## src/dcl_pkg.sv

```systemverilog
// Functional notes
// illegal marking concerns only the addressed bank; the code has every bank judge a precharge-all
// precharge on precharging or idle bank: no-op
// no commands to bank before row-to-column delay
// write recovery window accepts only a new write
// refresh or mode set busy: deselect/nop only
// self refresh exit: nop until exit setup
// clock enable rise exits power down, idle later
// low-power entry only with all banks idle
// state decode only when enable high twice
// burst interrupt spacing kept by the controller
// refresh and mode set need all banks idle
// illegal commands flagged as protocol errors
package dcl_pkg;
	// ****************************************
	// timing, given in ns and converted to counts in command clock cycles
	// ****************************************
	localparam int dcl_clk_period_ns = 50;
	localparam int dcl_precharge_period_ns = 20;
	localparam int dcl_row_to_column_delay_ns = 20;
	localparam int dcl_write_recovery_time_ns = 15;
	localparam int dcl_refresh_cycle_ns = 75;
	localparam int dcl_mode_set_ns = 15;
	localparam int dcl_pd_exit_ns = 10;
	localparam int dcl_sr_exit_ns = 200;
	// least times round up, floor of one cycle
	function automatic int dcl_cyc(input int ns);
		int c;
		c = (ns + dcl_clk_period_ns - 1) / dcl_clk_period_ns;
		return (c < 1) ? 1 : c;
	endfunction
	localparam int dcl_precharge_cyc = dcl_cyc(dcl_precharge_period_ns);
	localparam int dcl_rcd_cyc = dcl_cyc(dcl_row_to_column_delay_ns);
	localparam int dcl_wr_cyc = dcl_cyc(dcl_write_recovery_time_ns);
	localparam int dcl_rfc_cyc = dcl_cyc(dcl_refresh_cycle_ns);
	localparam int dcl_mrd_cyc = dcl_cyc(dcl_mode_set_ns);
	localparam int dcl_pdex_cyc = dcl_cyc(dcl_pd_exit_ns);
	localparam int dcl_srex_cyc = dcl_cyc(dcl_sr_exit_ns);
	localparam int dcl_cnt_w = 8;
	localparam int dcl_banks = 4;
	localparam int dcl_ba_w = 2;
	localparam int dcl_ap_bit = 10;
	localparam int dcl_addr_w = 13;
	// ****************************************
	// command pin group
	// ****************************************
	typedef struct packed {
		logic cs_n;
		logic ras_n;
		logic cas_n;
		logic we_n;
		logic [dcl_ba_w-1:0] ba;
		logic [dcl_addr_w-1:0] addr;
	} dcl_cmd_type;
	typedef enum logic [2:0] {
		dcl_op_nop, dcl_op_bst, dcl_op_rd, dcl_op_wr,
		dcl_op_act, dcl_op_pre, dcl_op_ref, dcl_op_mrs
	} dcl_op_type;
	// per-bank transient state
	typedef enum logic [2:0] {
		dcl_b_idle, dcl_b_prechg, dcl_b_act_wait, dcl_b_active, dcl_b_wr_rec
	} dcl_bank_type;
	// device-wide state
	typedef enum logic [2:0] {
		dcl_d_normal, dcl_d_refresh, dcl_d_mode, dcl_d_self, dcl_d_sr_exit,
		dcl_d_pdown, dcl_d_pd_exit
	} dcl_dev_type;
endpackage

```

## src/dcl_legality.sv

```systemverilog
`timescale 1ns/1ps
`default_nettype none
module dcl_legality (
	input wire logic mclk, // command clock
	input wire logic srst, // synchronous reset, high
	input wire logic ce, // clock enable for all state
	input wire logic cke_pin, // dram clock enable pin
	input wire dcl_pkg::dcl_cmd_type cmd_pin, // command pins
	output logic illegal, // one-cycle protocol error pulse
	output logic all_idle, // every bank idle
	output logic low_power, // self refresh or power down
	output logic [2:0] dev_state // device-wide state code
);
	import dcl_pkg::*;

	// ****************************************
	// pin synchronisers
	// ****************************************
	logic cke_s1, cke_s2, cke_prev; // enable sync chain and previous
	dcl_cmd_type cmd_s1, cmd_s2; // command sync chain
	// two stages; first stage read only by second
	always_ff @(posedge mclk) begin
		if (srst) begin
			cke_s1 <= 1'b1;
			cke_s2 <= 1'b1;
			cke_prev <= 1'b1;
			cmd_s1 <= '1;
			cmd_s2 <= '1;
		end else if (ce) begin
			cke_s1 <= cke_pin;
			cke_s2 <= cke_s1;
			cke_prev <= cke_s2;
			cmd_s1 <= cmd_pin;
			cmd_s2 <= cmd_s1;
		end
	end

	// ****************************************
	// command decode
	// ****************************************
	wire [2:0] rcw = {cmd_s2.ras_n, cmd_s2.cas_n, cmd_s2.we_n}; // encoding
	dcl_op_type op; // decoded command
	always_comb begin
		if (cmd_s2.cs_n) op = dcl_op_nop;
		else begin
			case (rcw)
				3'h7: op = dcl_op_nop;
				3'h6: op = dcl_op_bst;
				3'h5: op = dcl_op_rd;
				3'h4: op = dcl_op_wr;
				3'h3: op = dcl_op_act;
				3'h2: op = dcl_op_pre;
				3'h1: op = dcl_op_ref;
				default: op = dcl_op_mrs;
			endcase
		end
	end
	wire both_high = cke_prev & cke_s2; // state decode applies
	wire cke_fall = cke_prev & ~cke_s2; // low-power entry edge
	wire cke_rise = ~cke_prev & cke_s2; // low-power exit edge
	wire pre_all = cmd_s2.addr[dcl_ap_bit]; // precharge all banks

	// ****************************************
	// per-bank state and legality
	// ****************************************
	dcl_bank_type bank [dcl_banks]; // bank states
	logic [dcl_cnt_w-1:0] bcnt [dcl_banks]; // bank timers
	logic [dcl_banks-1:0] bad_bank; // bank rejects op: the addressed bank, or any bank on a precharge-all
	logic [dcl_banks-1:0] bank_idle; // idle flags
	dcl_dev_type dev; // device state
	logic [dcl_cnt_w-1:0] dcnt; // device timer
	wire dev_busy = (dev != dcl_d_normal); // no bank command accepted
	wire go = ce & both_high & ~dev_busy; // bank commands live

	genvar g;
	generate
		for (g = 0; g < dcl_banks; g++) begin : gb
			wire hit = (cmd_s2.ba == dcl_ba_w'(g)); // addressed bank
			wire pre_me = (op == dcl_op_pre) & (hit | pre_all); // precharge reaches it
			assign bank_idle[g] = (bank[g] == dcl_b_idle);
			// the addressed bank judges the command; every bank judges a precharge-all
			always_comb begin
				bad_bank[g] = 1'b0;
				case (bank[g])
					dcl_b_prechg: bad_bank[g] = hit & (op inside {dcl_op_bst,
						dcl_op_rd, dcl_op_wr, dcl_op_act});
					dcl_b_act_wait: bad_bank[g] = (hit & (op inside {dcl_op_bst,
						dcl_op_rd, dcl_op_wr, dcl_op_act})) | pre_me;
					dcl_b_wr_rec: bad_bank[g] = (hit & (op inside {dcl_op_bst,
						dcl_op_rd, dcl_op_act})) | pre_me;
					dcl_b_idle: bad_bank[g] = hit & (op inside {dcl_op_bst,
						dcl_op_rd, dcl_op_wr});
					dcl_b_active: bad_bank[g] = hit & (op == dcl_op_act);
					default: bad_bank[g] = 1'b0;
				endcase
			end
			// bank transitions with their timers
			always_ff @(posedge mclk) begin
				if (srst) begin
					bank[g] <= dcl_b_idle;
					bcnt[g] <= '0;
				end else if (ce) begin
					if (bcnt[g] != '0) bcnt[g] <= bcnt[g] - 1'b1;
					case (bank[g])
						dcl_b_prechg: if (bcnt[g] <= 1) bank[g] <= dcl_b_idle;
						dcl_b_act_wait: if (bcnt[g] <= 1) bank[g] <= dcl_b_active;
						dcl_b_wr_rec: begin
							if (go & hit & op == dcl_op_wr) begin
								bcnt[g] <= dcl_cnt_w'(dcl_wr_cyc);
							end else if (bcnt[g] <= 1) begin
								bank[g] <= dcl_b_active;
							end
						end
						dcl_b_idle: if (go & hit & op == dcl_op_act) begin
							bank[g] <= dcl_b_act_wait;
							bcnt[g] <= dcl_cnt_w'(dcl_rcd_cyc);
						end
						dcl_b_active: begin
							if (go & pre_me) begin
								bank[g] <= dcl_b_prechg;
								bcnt[g] <= dcl_cnt_w'(dcl_precharge_cyc);
							end else if (go & hit & op == dcl_op_wr) begin
								bank[g] <= dcl_b_wr_rec;
								bcnt[g] <= dcl_cnt_w'(dcl_wr_cyc);
							end
						end
						default: bank[g] <= dcl_b_idle;
					endcase
				end
			end
		end
	endgenerate

	// ****************************************
	// device-wide legality
	// ****************************************
	wire idle_all = &bank_idle; // all banks idle
	wire quiet = (op == dcl_op_nop); // deselect or no-op
	wire need_idle = (op == dcl_op_ref) | (op == dcl_op_mrs);
	wire ill_norm = (|bad_bank) | (need_idle & ~idle_all);
	wire ill_busy = ~quiet;
	wire ill_entry = ~idle_all | ~(quiet | op == dcl_op_ref);
	logic bad_now; // combined error this cycle
	always_comb begin
		bad_now = 1'b0;
		case (dev)
			dcl_d_normal: bad_now = both_high ? ill_norm : (cke_fall & ill_entry);
			dcl_d_refresh, dcl_d_mode: bad_now = both_high & ill_busy;
			dcl_d_self: bad_now = cke_rise & ~quiet;
			dcl_d_sr_exit, dcl_d_pd_exit: bad_now = ~quiet;
			default: bad_now = 1'b0;
		endcase
	end

	// device transitions
	always_ff @(posedge mclk) begin
		if (srst) begin
			dev <= dcl_d_normal;
			dcnt <= '0;
			illegal <= 1'b0;
		end else if (ce) begin
			illegal <= bad_now;
			if (dcnt != '0) dcnt <= dcnt - 1'b1;
			case (dev)
				dcl_d_normal: begin
					if (cke_fall & idle_all & op == dcl_op_ref) begin
						dev <= dcl_d_self;
					end else if (cke_fall & idle_all & quiet) begin
						dev <= dcl_d_pdown;
					end else if (go & idle_all & op == dcl_op_ref) begin
						dev <= dcl_d_refresh;
						dcnt <= dcl_cnt_w'(dcl_rfc_cyc);
					end else if (go & idle_all & op == dcl_op_mrs) begin
						dev <= dcl_d_mode;
						dcnt <= dcl_cnt_w'(dcl_mrd_cyc);
					end
				end
				dcl_d_refresh, dcl_d_mode: if (dcnt <= 1) dev <= dcl_d_normal;
				dcl_d_self: if (cke_rise) begin
					dev <= dcl_d_sr_exit;
					dcnt <= dcl_cnt_w'(dcl_srex_cyc);
				end
				dcl_d_pdown: if (cke_rise) begin
					dev <= dcl_d_pd_exit;
					dcnt <= dcl_cnt_w'(dcl_pdex_cyc);
				end
				dcl_d_sr_exit, dcl_d_pd_exit: if (dcnt <= 1) dev <= dcl_d_normal;
				default: dev <= dcl_d_normal;
			endcase
		end
	end

	// ****************************************
	// outputs
	// ****************************************
	assign all_idle = idle_all;
	assign low_power = (dev == dcl_d_self) | (dev == dcl_d_pdown);
	assign dev_state = dev;

	// ****************************************
	// assertions
	// ****************************************
	refresh_needs_idle_a: assert property (@(posedge mclk) disable iff (srst)
		ce & both_high & (dev == dcl_d_normal) & (op == dcl_op_ref) & ~idle_all |=> illegal)
		else $error("refresh with open bank not flagged");
	pd_entry_a: assert property (@(posedge mclk) disable iff (srst)
		ce & (dev == dcl_d_normal) & cke_fall & idle_all & quiet |=> dev == dcl_d_pdown)
		else $error("power down not entered");
	sr_entry_a: assert property (@(posedge mclk) disable iff (srst)
		ce & (dev == dcl_d_normal) & cke_fall & idle_all & op == dcl_op_ref
		|=> dev == dcl_d_self)
		else $error("self refresh not entered");
	pd_exit_a: assert property (@(posedge mclk) disable iff (srst)
		ce & (dev == dcl_d_pdown) & cke_rise |=> dev == dcl_d_pd_exit)
		else $error("power down not exited");
	pd_hold_a: assert property (@(posedge mclk) disable iff (srst)
		ce & (dev == dcl_d_pdown) & ~cke_rise |=> dev == dcl_d_pdown)
		else $error("power down left without enable rise");
	sr_quiet_a: assert property (@(posedge mclk) disable iff (srst)
		ce & (dev == dcl_d_sr_exit) & ~quiet |=> illegal)
		else $error("command during self refresh exit not flagged");
	busy_quiet_a: assert property (@(posedge mclk) disable iff (srst)
		ce & both_high & (dev == dcl_d_refresh) & ~quiet |=> illegal)
		else $error("command during refresh not flagged");
	prechg_idle_a: assert property (@(posedge mclk) disable iff (srst)
		ce & (bank[0] == dcl_b_prechg) & (bcnt[0] <= 1) |=> bank[0] == dcl_b_idle)
		else $error("bank not idle after precharge period");
	rcd_block_a: assert property (@(posedge mclk) disable iff (srst)
		ce & go & (bank[0] == dcl_b_act_wait) & (cmd_s2.ba == 2'h0) & op == dcl_op_rd
		|=> illegal)
		else $error("read inside row to column delay not flagged");
	wr_rec_a: assert property (@(posedge mclk) disable iff (srst)
		ce & go & (bank[0] == dcl_b_wr_rec) & (cmd_s2.ba == 2'h0) & op == dcl_op_wr
		|=> bank[0] == dcl_b_wr_rec)
		else $error("write in recovery not accepted");
	no_decode_a: assert property (@(posedge mclk) disable iff (srst)
		ce & (dev == dcl_d_normal) & ~cke_prev |=> ~illegal)
		else $error("decode used with enable low");
	// a low enable must hold the device state, the error flag and the bank 0 state
	ce_freeze_a: assert property (@(posedge mclk) disable iff (srst)
		~ce |=> (dev == $past(dev)) && (illegal == $past(illegal)) && (bank[0] == $past(bank[0])))
		else $error("state moved while clock enable low");
	sr_cov: cover property (@(posedge mclk) dev == dcl_d_self ##1 dev == dcl_d_sr_exit);
	pd_cov: cover property (@(posedge mclk) dev == dcl_d_pdown ##1 dev == dcl_d_pd_exit);
	ill_cov: cover property (@(posedge mclk) illegal);
	ref_cov: cover property (@(posedge mclk) dev == dcl_d_refresh);
endmodule // dcl_legality
`default_nettype wire

```

## config.mk

```make
export PLATFORM = sky130hd
export DESIGN_NAME = dcl_legality
export DESIGN_NICKNAME = d
export VERILOG_FILES = /design/src/dcl_pkg.sv /design/src/dcl_legality.sv
export SDC_FILE = /design/constraint.sdc
export NUM_CORES = 1
export LEC_CHECK = 0
export BUFFER_PORTS_ARGS = -buffer_cell sky130_fd_sc_hd__buf_2
export CORE_AREA = 2 2 97 99
export CTS_CLUSTER_DIAMETER = 30
export DETAILED_ROUTE_END_ITERATION = 8
export DIE_AREA = 0 0 99 101
export GPL_ROUTABILITY_DRIVEN = 0
export GPL_TIMING_DRIVEN = 0
export PLACE_DENSITY = 0.83
export SLEW_MARGIN = 20
export SYNTH_ARGS = -nofsm -noshare
export SYNTH_HDL_FRONTEND = slang
export SYNTH_SLANG_ARGS = --single-unit
export TNS_END_PERCENT = 100
```

## constraint.sdc

```tcl
create_clock -name mclk -period 2.6 [get_ports mclk]
set_clock_uncertainty 0.2 [all_clocks]
set_input_delay 0.13 -clock mclk [delete_from_list [all_inputs] [get_ports mclk]]
set_output_delay 0.13 -clock mclk [all_outputs]
set_load 0.02 [all_outputs]
```

==> results.py, run 1 <==
metrics = {
    "status": {
        "status": "finished clean",
    },
    "clocking": {
        "ctsHtreeMaxLevel": 3,
        "clockBufferDepth": 2,
        "clock_sinks": 73,
        "cts_tree": "built",
        "clockRootBuffer": "clkbuf_8",
        "insertion_delay_ns": 0.36,
        "cts_buffers": 9,
        "path_clk_slew_ns": 0.08,
    },
    "timing": {
        "grt_setup_unrepaired": "yes",
        "hold_viol": 0,
        "period_share_pct": 98.7,
        "finalSetupViolations": 0,
        "period_minus_slack_ns": 2.57,
        "slew_violations": 0,
        "timing.fmax_ghz": 0.390,
        "finalWorstSetupSlack_ns": 0.0337,
        "worst_slew_pin_slew_ns": 0.736,
        "relSlewSlack_pct": 50.9,
    },
    "yosys": {
        "synth_area_leader_cell": "edfxtp_1",
        "synth_commonest_cells": "nand2_1, nor2_1, edfxtp_1",
        "synth-seq-area-share_pct": 39.2,
        "synth_top_area_share_pct": 27.2,
        "synthTopCellsByArea": "edfxtp_1, dfxtp_1, nand2_1, xnor2_1, nor2_1",
        "yosysWarnings": 0,
        "synthCells": 542,
        "syn_nets": 578,
        "synth.distinct_cells": 76,
        "ys_ff_latch": 73,
        "synth_top_flop_cell": "edfxtp_1",
        "async_flop_share_pct": 0,
        "avgSynthCellArea_sq_um": 8.96,
        "synth_area_sq_mm": 0.00485,
        "synth_edf_count": 44,
        "yosysMostFrequentCell": "nand2_1",
    },
    "detailed_routing": {
        "dr_wl_met3_um": 876,
        "dr_wl_met2_um": 5290,
        "drt_iter0_drc": 438,
        "vias": 4323,
        "first_pass_iters": 5,
        "viasPerCell": 6.23,
        "wl_met1_um": 4960,
        "avgRoutedWirePerCell_um": 16.4,
        "antenna_left": 0,
        "drc": 0,
        "wl_um": 11400,
        "top_layer": "met4",
    },
    "floorplanning": {
        "die_area_sq_mm": 0.0100,
        "core_sq_mm": 0.00898,
        "die_w_um": 99,
        "fp-row-count": 35,
        "die_h_um": 101,
        "io_pins": 29,
        "initial_utilization_pct": 54.1,
    },
    "setup_path": {
        "path_cells": "or4_4, nor3_4, o21ai_1, or4_4, o31ai_4, a311o_1",
        "critical-path-top-delay-family": "simple AND/OR/NAND/NOR gates",
        "critical_path_class": "reg2reg",
        "worst-path-buf-inv": 0,
        "crit_path_end_kind": "flop",
        "cpPeakStageDelay_ns": 0.57,
        "cp_slowest_cell": "or4_4",
        "crit_path_frequent_cell": "or4_4",
        "cp_max_fo": 3,
        "start_kind": "flop",
        "worst_ep_arrival_time_ns": 2.43,
        "critPathRequiredTime_ns": 2.46,
    },
    "layout": {
        "antenna_cells": 0,
        "area_growth_pct": 13.0,
        "nets": 614,
        "drive_gt1_share_pct": 14.8,
        "fillers": 724,
    },
    "run": {
        "max-cap-violations": 0,
    },
    "power_and_ir_drop": {
        "power_density_mw_per_mm2": 617,
        "p_leak_nw": 2.09,
        "power_mw": 3.39,
        "ir_drop_v": 0.000571,
    },
    "hold_path": {
        "min_path_type": "in2reg",
    },
    "global_route": {
        "grt_usage_pct": 23.4,
        "grt_max_degree": 15,
        "grt_overflow": 0,
        "grt_pass1_vias": 4046,
        "grt_pass1_wl_um": 19100,
        "antenna_found_initial": 0,
    },
    "placement": {
        "place_ws_ns": -0.253,
        "portBuffers": 16,
        "hpwl_um": 8020,
    },
}
[where the power goes]
group	total (mW)	internal, mW	switching (mW)
sequential	1.51	1.38	0.136
clock	1.01	0.548	0.459
combinational	0.869	0.386	0.483
total	3.39	2.31	1.08
[state kept, by name, indices dropped and copies added (netlist names)]
register   cells
bcnt          32
bank          12
dcnt           8
cmd_s1         7
cmd_s2         7
dev_state      3
cke_prev       1
cke_s1         1
cke_s2         1
illegal        1
[tightest hold or removal path, cell delays in order]
cell and delay [ns]:
buf_2 0.23, or3_1 0.15, a21oi_1 0.04
[final cells by class]
class	count	area, sq um	area share [%]
clock buffers	9	124	2.26
well taps	111	139	2.53
clock inverters	7	103	1.87
plain buffers	29	144	2.62
multi-input cells	419	2820	51.4
inverters	19	71.3	1.30
flip-flops and latches	73	1900	34.7
repair buffers	27	183	3.33
[repair_timing]
action,4_1_cts,5_1_grt
hold buffers,8,0
pin swaps,1,4
hold endpoints to repair,8,0
endpoints found under the setup margin,17,66
buffers inserted,2,1
resized for setup,3,18
[per-layer routing]
layer,up-vias,track usage [%]
met1,2033,31.2
met3,29,3.40
met5,-,0
li1,2065,-
met2,196,37.6
met4,0,10.9
[cells in the final DEF (no fill, tap or decap), drive strengths merged, types with 7 or more instances in the layout]
master / synthesis / final
dfxtp: 29 / 29
clkbuf: 18 / 25
nor3: 30 / 30
buf: 13 / 32
inv: 19 / 20
edfxtp: 44 / 44
a21oi: 21 / 21
nand2: 61 / 61
nand3: 16 / 16
nor4: 10 / 10
nor2: 57 / 57
dlygate4sd3: 0 / 8
ha: 13 / 13
nor4b: 9 / 9
xnor2: 25 / 25
a31oi: 7 / 7
mux2i: 17 / 17
nand2b: 10 / 10
or3: 10 / 10
nor2b: 8 / 8
xor2: 7 / 7
or4: 7 / 7
o21ai: 22 / 22
[cells by family after synthesis]
logic type	share of synthesized area, %
simple gates	27.9
compound gates	15.7
fa+ha+maj	3.35
flops	39.2
buf+inv	4.56
mux	3.51
xor+xnor	5.77
[metrics by stage]
step	util (%)	cell area, sq um	instances	TNS, ns	hold slack, ns
after global routing	61.1	5490	694	-0.218	0.0212
after global placement	56.5	5070	669	-4.77	0.146
after floorplan	-	4850	542	0	0.0584
after detailed placement	56.5	5070	669	-6.28	0.151
after CTS	60.3	5410	695	0	0.00759
final	61.1	5490	694	0	0.0395
[final timing paths]
| kind | startpoint | end | slack, ns | cells after the start |
|---|---|---|---|---|
| worst max-delay path | bcnt[3][3] | bank[3][0] | 0.03 | 6 |
| worst max register to register | bcnt[3][3] | bank[3][0] | 0.03 | 6 |
| worst min register to register | cmd_s1[17] | cmd_s1[17] | 0.28 | 2 |
| worst min-delay path | srst | dcnt[0] | 0.04 | 3 |
No activity file was read; power rests on OpenSTA's default activity.
==> run 2, diff against run 1 <==
--- a/config.mk
+++ b/config.mk
@@ -13,6 +13,7 @@
 export GPL_ROUTABILITY_DRIVEN = 0
 export GPL_TIMING_DRIVEN = 0
 export PLACE_DENSITY = 0.83
+export RECOVER_POWER = 50
 export SLEW_MARGIN = 20
 export SYNTH_ARGS = -nofsm -noshare
 export SYNTH_HDL_FRONTEND = slang
==> run 2 against run 1 <==
Sequential share of layout area about the same. Maximum frequency about the same. Hold slack got worse by 0.0086 ns. Via count decreased by 0.46%. Register-to-register slack about the same. Combinational power about the same. Setup slack about the same. Total power about the same. Highest routed layer unchanged.
==> results.py, run 2 (same netlist as run 1, synthesis figures left out) <==
metrics = {
    "status": {
        "status": "finished clean",
    },
    "clocking": {
        "cts_tree": "built",
        "insertion_delay_ns": 0.36,
        "clockBufferDepth": 2,
        "ctsHtreeMaxLevel": 3,
        "cts_buffers": 9,
        "path_clk_slew_ns": 0.08,
        "clockRootBuffer": "clkbuf_8",
        "clock_sinks": 73,
    },
    "power_and_ir_drop": {
        "ir_drop_v": 0.000568,
        "p_leak_nw": 2.07,
        "power_density_mw_per_mm2": 618,
        "switching_power_mw": 1.08,
        "swShare_pct": 31.8,
        "p_comb_share_pct": 25.6,
        "p_int_mw": 2.31,
        "p_clk_share_pct": 29.7,
        "p_seq_share_pct": 44.7,
    },
    "detailed_routing": {
        "first_pass_iters": 4,
        "dr_wl_met3_um": 671,
        "wl_um": 11300,
        "top_layer": "met4",
        "avgRoutedWirePerCell_um": 16.3,
        "wl_met1_um": 5030,
        "drc": 0,
        "antenna_left": 0,
        "vias": 4303,
        "viasPerCell": 6.20,
        "drt_iter0_drc": 425,
        "dr_wl_met2_um": 5330,
    },
    "placement": {
        "portBuffers": 16,
        "place_ws_ns": -0.253,
        "hpwl_um": 8020,
        "place_inst": 669,
    },
    "timing": {
        "finalWorstSetupSlack_ns": 0.0334,
        "timing.fmax_ghz": 0.390,
        "fin_hold_ws_ns": 0.0309,
        "period_share_pct": 98.7,
        "hold_viol": 0,
        "fin_setup_tns_ns": 0,
        "relSlewSlack_pct": 51.0,
        "slew_violations": 0,
        "finalSetupViolations": 0,
        "worst_slew_pin_slew_ns": 0.735,
        "period_minus_slack_ns": 2.57,
        "grt_setup_unrepaired": "yes",
    },
    "run": {
        "max-cap-violations": 0,
    },
    "layout": {
        "area_growth_pct": 12.9,
        "nets": 614,
        "regMostFlops": "bcnt",
        "largestRegisters": "bcnt x32, bank x12, dcnt x8",
        "antenna_cells": 0,
        "largest_register_ff_count": 32,
        "stdcell_count": 694,
        "drive_gt1_share_pct": 13.9,
        "final_cell_mix": "nor2_1, nand2_1, edfxtp_1",
    },
    "hold_path": {
        "min_path_type": "in2reg",
        "holdPathStages": 3,
    },
    "global_route": {
        "grt_pass1_wl_um": 19100,
        "grt_pass1_vias": 4046,
        "grt_max_degree": 15,
        "grt_usage_pct": 23.4,
        "antenna_found_initial": 0,
        "grt_overflow": 0,
    },
    "setup_path": {
        "worst_ep_arrival_time_ns": 2.43,
        "crit_path_end_kind": "flop",
        "cp_max_fo": 3,
        "ff2ff_path_depth": 6,
        "critPathRequiredTime_ns": 2.47,
        "start_kind": "flop",
        "critical_path_class": "reg2reg",
    },
    "floorplanning": {
        "io_pins": 29,
        "die_w_um": 99,
        "die_h_um": 101,
        "fp-row-count": 35,
        "die_area_sq_mm": 0.0100,
        "initial_utilization_pct": 54.1,
        "core_sq_mm": 0.00898,
    },
}
[run 2: cell count changes in the layout (fill, tap and decap cells not counted)]
cell,delta
clkbuf_1,+5
buf_2,-5
[run 2: through the flow]
stage          power [mW]  cell area, sq um  utilization, %
4_1_cts              3.36              5410            60.3
3_5_place_dp         2.34              5070            56.5
5_1_grt              3.56              5480            61.1
2_1_floorplan        2.16              4850               -
6_report             3.39              5480            61.1
3_3_place_gp         2.30              5070            56.5
[run 2: per-layer routing]
layer	global-route usage, %	vias up
met1	31.2	2039
met3	3.40	34
met4	10.9	0
met5	0	-
met2	37.6	162
li1	-	2068
[run 2: layout make-up]
type                    count  area, sq um
flip-flops and latches     73         1900
well taps                 111          139
plain buffers              29          144
clock inverters             7          103
inverters                  19         71.3
fillers                   727         3500
multi-input cells         419         2820
repair buffers             27          176
clock buffers               9          124
[run 2: repair_timing]
| item | CTS | global route |
|---|---|---|
| endpoints found under the hold margin | 8 | 0 |
| resized for setup | 3 | 18 |
| hold buffers | 8 | 0 |
| setup endpoints to repair | 17 | 66 |
| pin swaps | 1 | 4 |
| setup buffers | 2 | 1 |
[run 2: path summary, 6_finish.rpt]
kind / from / to / slack (ns)
worst max-delay path: bcnt[3][3] / bank[3][2] / 0.03
worst min-delay path: srst / dcnt[0] / 0.03
worst max register to register: bcnt[3][3] / bank[3][2] / 0.03
worst min register to register: cmd_s1[10] / cmd_s1[10] / 0.28
[run 2: power groups by stage]
stage,clock network (mW),logic [mW],registers [mW]
finish,1.01,0.866,1.51
global route,1.06,0.974,1.53
CTS,1.02,0.836,1.50
detailed placement,0,0.813,1.53
global placement,0,0.781,1.52
floorplan,0,0.667,1.50
[run 2: critical path: stages (launching register included)]
cell	delay, ns
edfxtp_1	0.43
or4_4	0.57
nor3_4	0.15
o21ai_1	0.11
or4_4	0.51
o31ai_4	0.08
a311o_1	0.22
